--- config.mk ---
export PLATFORM = sky130hd
export DESIGN_NAME = lhrrd_readout
export DESIGN_NICKNAME = d
export VERILOG_FILES = /design/src/hdl/lhrrd_pkg.sv /design/src/hdl/lhrrd_sensor_tick.sv /design/src/hdl/lhrrd_divider.sv /design/src/hdl/lhrrd_readout.sv
export SDC_FILE = /design/constraint.sdc
export NUM_CORES = 1
export LEC_CHECK = 0
export ABC_AREA = 1
export BUFFER_PORTS_ARGS = -buffer_cell sky130_fd_sc_hd__buf_2
export CAP_MARGIN = 10
export CORE_MARGIN = 4
export CORE_UTILIZATION = 31
export DETAILED_ROUTE_END_ITERATION = 6
export SLEW_MARGIN = 10
export SYNTH_ARGS = -nofsm -noshare
export SYNTH_HDL_FRONTEND = slang
export SYNTH_SLANG_ARGS = --single-unit
--- constraint.sdc ---
create_clock -name i_sys_clk -period 6.25 [get_ports i_sys_clk]
set_clock_uncertainty 0.2 [all_clocks]
set_input_delay 1.25 -clock i_sys_clk [delete_from_list [all_inputs] [get_ports i_sys_clk]]
set_output_delay 1.25 -clock i_sys_clk [all_outputs]
set_load 0.01 [all_outputs]
--- src/hdl/lhrrd_pkg.sv ---
// Constants and shared types of the high-resolution result readout
package lhrrd_pkg;

    // Register map
    localparam int ADDR_W = 8;
    localparam logic [ADDR_W-1:0] ADDR_RESULT_LOW = 8'h38;
    localparam logic [ADDR_W-1:0] ADDR_RESULT_MID = 8'h39;
    localparam logic [ADDR_W-1:0] ADDR_RESULT_HIGH = 8'h3a;
    localparam logic [ADDR_W-1:0] ADDR_STATUS = 8'h3b;
    localparam int DATA_W = 8;
    localparam logic [DATA_W-1:0] REG_RESET = 8'h00;
    localparam logic [DATA_W-1:0] READ_UNMAPPED = 8'h00;

    // Status field positions
    localparam int STS_READY_N = 0;
    localparam int STS_OVERFLOW = 1;
    localparam int STS_UNDER_RANGE = 2;
    localparam int STS_OVER_RANGE = 3;
    localparam int STS_ZERO_COUNT = 4;
    localparam int STS_UNUSED_LSB = 5;
    localparam logic [2:0] STS_UNUSED_VALUE = 3'h0;

    // Result layout
    localparam int RESULT_W = 24;
    localparam int BYTE_MID_LSB = 8;
    localparam int BYTE_HIGH_LSB = 16;
    localparam int OFFSET_W = 16;
    localparam int OFFSET_SHIFT = RESULT_W - OFFSET_W;
    localparam int SCALE_SHIFT = 24;

    // Conversion timing in reference clock cycles
    localparam int REF_COUNT_W = 16;
    localparam int PERIOD_W = 21;
    localparam logic [PERIOD_W-1:0] CONV_MULT = 21'h00_0010;
    localparam logic [PERIOD_W-1:0] CONV_EXTRA = 21'h00_0037;
    localparam logic [REF_COUNT_W-1:0] REF_COUNT_MIN = 16'h0002;
    localparam int NUM_W = PERIOD_W + SCALE_SHIFT;

    // Sensor divider
    localparam int SENS_DIV_W = 2;
    localparam int SENS_PRE_W = 3;

    // Configuration carried into the block
    typedef struct packed {
        logic [REF_COUNT_W-1:0] ref_count;
        logic [OFFSET_W-1:0] offset;
        logic [SENS_DIV_W-1:0] sens_div;
    } lhrrd_cfg_t;

    // Error flags, ordered as in the status byte
    typedef struct packed {
        logic zero_count;
        logic over_range;
        logic under_range;
        logic overflow;
    } lhrrd_err_t;

    // Register read port from the serial interface logic
    typedef struct packed {
        logic rd;
        logic [ADDR_W-1:0] addr;
    } lhrrd_rd_t;

    // Conversion sequencer
    typedef enum logic [2:0] {
        LHRRD_IDLE = 3'h1,
        LHRRD_COUNT = 3'h2,
        LHRRD_DIVIDE = 3'h4
    } lhrrd_state_t;

endpackage : lhrrd_pkg

--- src/hdl/lhrrd_sensor_tick.sv ---
// Sensor pin synchroniser and power-of-two divider
`timescale 1ns/1ps
module lhrrd_sensor_tick (
    // Clock and reset
    input wire logic i_sys_clk,
    input wire logic i_nrst,
    // Sensor side
    input wire logic i_sensor_osc,
    input wire logic [lhrrd_pkg::SENS_DIV_W-1:0] i_div,
    // Divided edge pulse
    output logic o_tick
);
    typedef struct packed {
        logic sync1;
        logic sync2;
        logic prev;
        logic [lhrrd_pkg::SENS_PRE_W-1:0] cnt;
        logic tick;
    } lhrrd_tick_st_t;

    lhrrd_tick_st_t st;
    lhrrd_tick_st_t next_st;
    logic rising;
    logic [lhrrd_pkg::SENS_PRE_W-1:0] mask;

    always_comb
    begin
        next_st = st;
        rising = st.sync2 & ~st.prev;
        // Divide by 1, 2, 4 or 8 for codes 0 to 3
        mask = 3'((4'h1 << i_div) - 4'h1);
        next_st.sync1 = i_sensor_osc;
        next_st.sync2 = st.sync1;
        next_st.prev = st.sync2;
        next_st.tick = 1'b0;
        if (rising)
        begin
            next_st.cnt = st.cnt + 3'h1;
            next_st.tick = ((st.cnt & mask) == mask);
        end
    end

    always_ff @(posedge i_sys_clk or negedge i_nrst)
    begin
        if (!i_nrst)
        begin
            st <= '0;
        end
        else
        begin
            st <= next_st;
        end
    end

    assign o_tick = st.tick;

endmodule : lhrrd_sensor_tick

--- src/hdl/lhrrd_divider.sv ---
// Restoring divider, one quotient bit per cycle
`timescale 1ns/1ps
module lhrrd_divider #(
    parameter int NUM_W = 45,
    parameter int DEN_W = 21
) (
    // Clock and reset
    input wire logic i_sys_clk,
    input wire logic i_nrst,
    // Request
    input wire logic i_start,
    input wire logic [NUM_W-1:0] i_num,
    input wire logic [DEN_W-1:0] i_den,
    // Answer
    output logic o_done,
    output logic [NUM_W-1:0] o_quot
);
    localparam int CNT_W = $clog2(NUM_W + 1);
    localparam logic [CNT_W-1:0] LAST = CNT_W'(NUM_W - 1);

    typedef struct packed {
        logic busy;
        logic done;
        logic [CNT_W-1:0] cnt;
        logic [DEN_W:0] rem;
        logic [DEN_W-1:0] den;
        logic [NUM_W-1:0] quo;
    } lhrrd_div_st_t;

    lhrrd_div_st_t st;
    lhrrd_div_st_t next_st;
    logic [DEN_W:0] shifted;

    always_comb
    begin
        next_st = st;
        next_st.done = 1'b0;
        shifted = {st.rem[DEN_W-1:0], st.quo[NUM_W-1]};
        if (i_start && !st.busy)
        begin
            next_st.busy = 1'b1;
            next_st.cnt = '0;
            next_st.rem = '0;
            next_st.den = i_den;
            next_st.quo = i_num;
        end
        else if (st.busy)
        begin
            next_st.quo = {st.quo[NUM_W-2:0], 1'b0};
            next_st.rem = shifted;
            if (shifted >= {1'b0, st.den})
            begin
                next_st.rem = shifted - {1'b0, st.den};
                next_st.quo[0] = 1'b1;
            end
            next_st.cnt = st.cnt + 1'b1;
            if (st.cnt == LAST)
            begin
                next_st.busy = 1'b0;
                next_st.done = 1'b1;
            end
        end
    end

    always_ff @(posedge i_sys_clk or negedge i_nrst)
    begin
        if (!i_nrst)
        begin
            st <= '0;
        end
        else
        begin
            st <= next_st;
        end
    end

    assign o_done = st.done;
    assign o_quot = st.quo;

endmodule : lhrrd_divider

--- src/hdl/lhrrd_readout.sv ---
// High-resolution inductance channel: conversion, result and status bytes
`timescale 1ns/1ps
module lhrrd_readout (
    // Clock and reset
    input wire logic i_sys_clk,
    input wire logic i_nrst,
    // Configuration from the control registers
    input wire logic i_enable,
    input wire lhrrd_pkg::lhrrd_cfg_t i_cfg,
    // Sensor oscillator
    input wire logic i_sensor_osc,
    // Register read port
    input wire lhrrd_pkg::lhrrd_rd_t i_rd,
    output logic [lhrrd_pkg::DATA_W-1:0] o_rdata,
    // Live status
    output logic o_result_ready_n
);
    localparam int PW = lhrrd_pkg::PERIOD_W;
    localparam int RW = lhrrd_pkg::RESULT_W;
    localparam int NW = lhrrd_pkg::NUM_W;

    typedef struct packed {
        lhrrd_pkg::lhrrd_state_t fsm;
        logic [PW-1:0] ref_cnt;
        logic [PW-1:0] sens_cnt;
        logic [PW-1:0] period;
        logic start;
        logic [RW-1:0] result;
        lhrrd_pkg::lhrrd_err_t pend_err;
        lhrrd_pkg::lhrrd_err_t sts_err;
        logic ready_n;
        logic [RW-1:lhrrd_pkg::BYTE_MID_LSB] hold;
        logic [lhrrd_pkg::DATA_W-1:0] rdata;
    } lhrrd_top_st_t;

    lhrrd_top_st_t st;
    lhrrd_top_st_t next_st;

    logic tick;
    logic div_done;
    logic [NW-1:0] quot;
    logic [lhrrd_pkg::REF_COUNT_W-1:0] ref_count_eff;
    logic [RW:0] offset_ext;
    logic [RW:0] diff;
    logic rd_low;
    logic [lhrrd_pkg::DATA_W-1:0] status_byte;

    lhrrd_sensor_tick u_tick (
        .i_sys_clk(i_sys_clk),
        .i_nrst(i_nrst),
        .i_sensor_osc(i_sensor_osc),
        .i_div(i_cfg.sens_div),
        .o_tick(tick)
    );

    lhrrd_divider #(
        .NUM_W(NW),
        .DEN_W(PW)
    ) u_div (
        .i_sys_clk(i_sys_clk),
        .i_nrst(i_nrst),
        .i_start(st.start),
        .i_num({st.sens_cnt, {lhrrd_pkg::SCALE_SHIFT{1'b0}}}),
        .i_den(st.period),
        .o_done(div_done),
        .o_quot(quot)
    );

    always_comb
    begin
        next_st = st;
        next_st.start = 1'b0;
        rd_low = i_rd.rd && (i_rd.addr == lhrrd_pkg::ADDR_RESULT_LOW);
        // Counts below the legal floor behave as the floor
        ref_count_eff = (i_cfg.ref_count < lhrrd_pkg::REF_COUNT_MIN) ?
            lhrrd_pkg::REF_COUNT_MIN : i_cfg.ref_count;
        // Offset aligned to the top of the result word
        offset_ext = (RW + 1)'({i_cfg.offset,
            {lhrrd_pkg::OFFSET_SHIFT{1'b0}}});
        diff = {1'b0, quot[RW-1:0]} - offset_ext;
        status_byte = {lhrrd_pkg::STS_UNUSED_VALUE, st.sts_err,
            st.ready_n};

        // Read side: host access comes before the conversion update below
        if (i_rd.rd)
        begin
            unique case (i_rd.addr)
                lhrrd_pkg::ADDR_RESULT_LOW:
                    next_st.rdata = st.result[lhrrd_pkg::BYTE_MID_LSB-1:0];
                lhrrd_pkg::ADDR_RESULT_MID:
                    next_st.rdata = st.hold[lhrrd_pkg::BYTE_HIGH_LSB-1:
                        lhrrd_pkg::BYTE_MID_LSB];
                lhrrd_pkg::ADDR_RESULT_HIGH:
                    next_st.rdata = st.hold[RW-1:
                        lhrrd_pkg::BYTE_HIGH_LSB];
                lhrrd_pkg::ADDR_STATUS:
                    next_st.rdata = status_byte;
                default:
                    next_st.rdata = lhrrd_pkg::READ_UNMAPPED;
            endcase
        end
        if (rd_low)
        begin
            // Freeze upper bytes and flags of the result being returned
            next_st.hold = st.result[RW-1:lhrrd_pkg::BYTE_MID_LSB];
            next_st.sts_err = st.pend_err;
            next_st.ready_n = 1'b1;
        end

        unique case (st.fsm)
            lhrrd_pkg::LHRRD_IDLE:
            begin
                if (i_enable)
                begin
                    next_st.period = PW'(ref_count_eff) * lhrrd_pkg::CONV_MULT
                        + lhrrd_pkg::CONV_EXTRA;
                    next_st.ref_cnt = '0;
                    next_st.sens_cnt = '0;
                    next_st.fsm = lhrrd_pkg::LHRRD_COUNT;
                end
            end
            lhrrd_pkg::LHRRD_COUNT:
            begin
                if (tick)
                begin
                    next_st.sens_cnt = st.sens_cnt + 1'b1;
                end
                next_st.ref_cnt = st.ref_cnt + 1'b1;
                if (st.ref_cnt == st.period - 1'b1)
                begin
                    next_st.start = 1'b1;
                    next_st.fsm = lhrrd_pkg::LHRRD_DIVIDE;
                end
            end
            lhrrd_pkg::LHRRD_DIVIDE:
            begin
                if (div_done)
                begin
                    // Scaled ratio of divided sensor edges to window
                    next_st.pend_err.zero_count =
                        (st.sens_cnt == '0);
                    next_st.pend_err.over_range =
                        (st.sens_cnt > st.period);
                    next_st.pend_err.overflow =
                        (st.sens_cnt == st.period);
                    next_st.pend_err.under_range = diff[RW];
                    // Saturate rather than wrap so a bad code is obvious
                    if (st.sens_cnt >= st.period)
                    begin
                        next_st.result = '1;
                    end
                    else if (diff[RW])
                    begin
                        next_st.result = '0;
                    end
                    else
                    begin
                        next_st.result = diff[RW-1:0];
                    end
                    // Completion wins over a read in the same cycle
                    next_st.ready_n = 1'b0;
                    next_st.fsm = lhrrd_pkg::LHRRD_IDLE;
                end
            end
        endcase
    end

    always_ff @(posedge i_sys_clk or negedge i_nrst)
    begin
        if (!i_nrst)
        begin
            st <= '{fsm: lhrrd_pkg::LHRRD_IDLE, default: '0};
        end
        else
        begin
            st <= next_st;
        end
    end

    assign o_rdata = st.rdata;
    assign o_result_ready_n = st.ready_n;
endmodule : lhrrd_readout

==> results.py <==
metrics = {
    "global_route": {
        "antenna_found_initial": 0,
        "grt_pass1_vias": 11700,
        "grt_max_degree": 139,
        "grtUsageTotal_pct": 15.0,
        "grt_pass1_wl_um": 59300,
        "overflow": 0,
    },
    "setup_path": {
        "critPathMaxFanout": 37,
        "crit-reg2reg-launch": "u_div.st[47]",
        "crit_start": "u_div.st[47]",
        "required_ns": 6.51,
        "r2r.worst_path.cells": 11,
        "critical_path_class": "reg -> reg",
        "critPathCapture": "u_div.shifted[14]",
        "endpoint_kind": "flip-flop",
        "arrival_ns": 3.46,
        "r2r_setup_slack_ns": 3.06,
        "reg2reg_to": "u_div.shifted[14]",
        "worstSetupStartpointType": "flip-flop",
    },
    "power": {
        "vdd_ir_drop_max_v": 0.000200,
        "power.density_nw_per_um2": 240,
        "p_leak_nw": 7.63,
    },
    "yosys": {
        "syn_nets": 1894,
        "netlist.area_leader.share_pct": 41.0,
        "yosys_warnings": 0,
        "synth_top_area_cell": "dfrtp_1",
        "ys_ff_latch": 220,
        "synthCells": 1781,
        "syn_area_um2": 13400,
        "yosysMostFrequentCell": "nand2_1",
        "ys_async_sr_fraction_pct": 100,
        "synth.distinct_cells": 53,
        "synth_common_cells": "462 x nand2_1, 237 x inv_1, 219 x dfrtp_1",
        "synth_area_per_cell_um2": 7.51,
        "yosysSeqAreaShare_pct": 41.2,
        "synth.area.top_cells": "dfrtp_1 41%, nand2_1 13%, inv_1 6.6%",
        "synth_edf_count": 0,
        "ys.flop_type": "dfrtp_1",
    },
    "sta": {
        "tightest_slew_ns": 1.09,
        "setup_viol": 0,
        "min_period_ns": 3.19,
        "slew_viol_final": 0,
        "hold_viol_final": 0,
        "fin_setup_tns_ns": 0,
        "max_slew_margin_pct": 27.0,
        "grt_setup_unrepaired": "no",
        "worst_slack_ns": 3.06,
        "fmax_mhz": 313,
        "period_share_pct": 51.1,
    },
    "layout": {
        "final_area_um2": 15100,
        "postLayoutCoreUtil_pct": 35.7,
        "final_nets": 1931,
        "n_antenna_cell": 0,
        "drive_gt1_share_pct": 7.02,
        "area_growth_syn_to_layout_pct": 12.8,
        "fillers": 4470,
    },
    "placed_design": {
        "gp_congestion": 0.908,
        "placed_area_um2": 14200,
        "dp_slack_ns": 2.63,
        "port_buffers": 55,
        "dp_hpwl_um": 25700,
    },
    "cts": {
        "ctsResizeCount": 0,
        "clkLatencyLatePin_ns": 0.55,
        "cts.clk_slew.worst_paths_ns": 0.06,
        "cts_buffers": 27,
        "cts_tree": "built",
        "post_cts_buffers": 0,
        "cts_buffer_depth": 3,
        "cts_root_buf": "clkbuf_16",
        "htreeDepth": 1,
        "cts.sinks": 220,
        "hold_buffers": 0,
    },
    "die": {
        "die-area_um2": 46600,
        "initial_core_util_pct": 31.6,
        "core_um2": 42300,
        "top_level_ports": 56,
        "die-height_um": 216,
        "dieWidth_um": 216,
        "rows": 75,
    },
    "detailed_routing": {
        "drtPass1Iterations": 5,
        "drcViolationCount": 0,
        "ant_nets": 0,
        "wl_per_cell_um": 14.4,
        "wl_um": 34800,
        "via_per_inst": 4.88,
        "detailedRoute.firstIterationViolations": 687,
        "vias": 11800,
    },
    "status": {
        "outcome": "completed",
    },
    "min_path": {
        "hp-class": "reg -> reg",
    },
    "job": {
        "drv_cap": 0,
    },
}
flip-flops by register name (all words and copies together) (netlist names):
name,count
st,112
u_div.o_quot,45
u_div.st,25
u_div.shifted,21
o_rdata,8
u_tick.st,4
u_tick.next_st,2
o_result_ready_n,1
u_div.o_done,1
u_tick.o_tick,1
worst min-delay path by stage:
stage                      startpoint                 to  slack (ns)  depth (start not counted)
global placement    u_tick.next_st[5]  u_tick.next_st[4]        0.14                          0
CTS                 u_tick.next_st[5]  u_tick.next_st[4]        0.15                          0
detailed placement  u_tick.next_st[5]  u_tick.next_st[4]        0.14                          0
global route        u_tick.next_st[5]  u_tick.next_st[4]        0.17                          0
floorplan           u_tick.next_st[5]  u_tick.next_st[4]        0.13                          0
finish              u_tick.next_st[5]  u_tick.next_st[4]        0.15                          0
report_power, final:
| group | total [mW] | switching, mW | internal (mW) |
|---|---|---|---|
| clock network | 1.59 | 0.613 | 0.978 |
| registers | 1.61 | 0.106 | 1.50 |
| logic | 0.421 | 0.268 | 0.152 |
routing by layer:
metal	vias to the layer above	global-route usage (%)	wire, µm
li1	5944	-	-
met1	5541	20.5	16500
met2	232	24.8	15800
met3	62	2.19	1480
met4	0	4.34	934
met5	-	0	0
stage by stage:
stage	std cells	hold slack (ns)	total power [mW]
2_1_floorplan	1781	0.131	1.90
3_3_place_gp	2366	0.135	2.04
3_5_place_dp	2366	0.138	2.06
4_1_cts	2414	0.151	3.67
5_1_grt	2414	0.167	3.80
6_report	2414	0.150	3.62
layout make-up:
class	instances	area, µm²	share of cell area [%]
Sequential cell	220	5510	36.5
Multi-Input combinational cell	1262	6700	44.4
Timing Repair Buffer	64	365	2.42
Inverter	243	912	6.04
Clock inverter	5	104	0.688
Tap cell	577	722	4.78
Clock buffer	43	786	5.21
cells by family (layout without fill, tap and decap cells):
| kind of cell | after synthesis | in the layout | share of synthesized area (%) |
|---|---|---|---|
| adders and majority gates | 66 | 66 | 6.28 |
| muxes | 3 | 3 | 0.243 |
| xor gates and xnor gates | 39 | 39 | 2.55 |
| buffers and inverters | 299 | 355 | 8.85 |
| AOI/OAI and AO/OA | 324 | 324 | 14.1 |
| and+or+nand+nor | 830 | 830 | 26.8 |
| DFF | 220 | 220 | 41.2 |
cell usage in the layout, fill, tap and decap left out, types with 5 or more instances in the layout:
| cell | instances |
|---|---|
| o21bai_1 | 9 |
| a22oi_1 | 13 |
| o22ai_1 | 28 |
| a21o_1 | 7 |
| o221ai_1 | 7 |
| o31ai_1 | 5 |
| o21ai_1 | 13 |
| nand3b_1 | 14 |
| dfrtp_1 | 219 |
| o21ai_0 | 122 |
| nand2_1 | 462 |
| clkbuf_1 | 11 |
| a21oi_1 | 78 |
| nor3_1 | 28 |
| a21boi_0 | 9 |
| nand4_1 | 38 |
| clkbuf_16 | 27 |
| o211ai_1 | 13 |
| a2bb2oi_1 | 8 |
| nor4_1 | 7 |
| inv_1 | 237 |
| buf_2 | 54 |
| xor2_1 | 20 |
| nor2_1 | 144 |
| ha_1 | 64 |
| nand3_1 | 111 |
| clkbuf_8 | 5 |
| buf_4 | 8 |
| xnor2_1 | 19 |
worst max-delay path, cell delays in order (launching register included):
cell and delay (ns):
dfrtp_1 0.47, ha_1 0.28, fa_1 0.45, o21ai_2 0.27, nand2_1 0.08, nand2_1 0.19
nand3_2 0.16, nand4_4 0.41, nand2_1 0.32, nand2_1 0.14, nand2_1 0.08, o21ai_1 0.08
No activity file was read; power rests on OpenSTA's default activity.
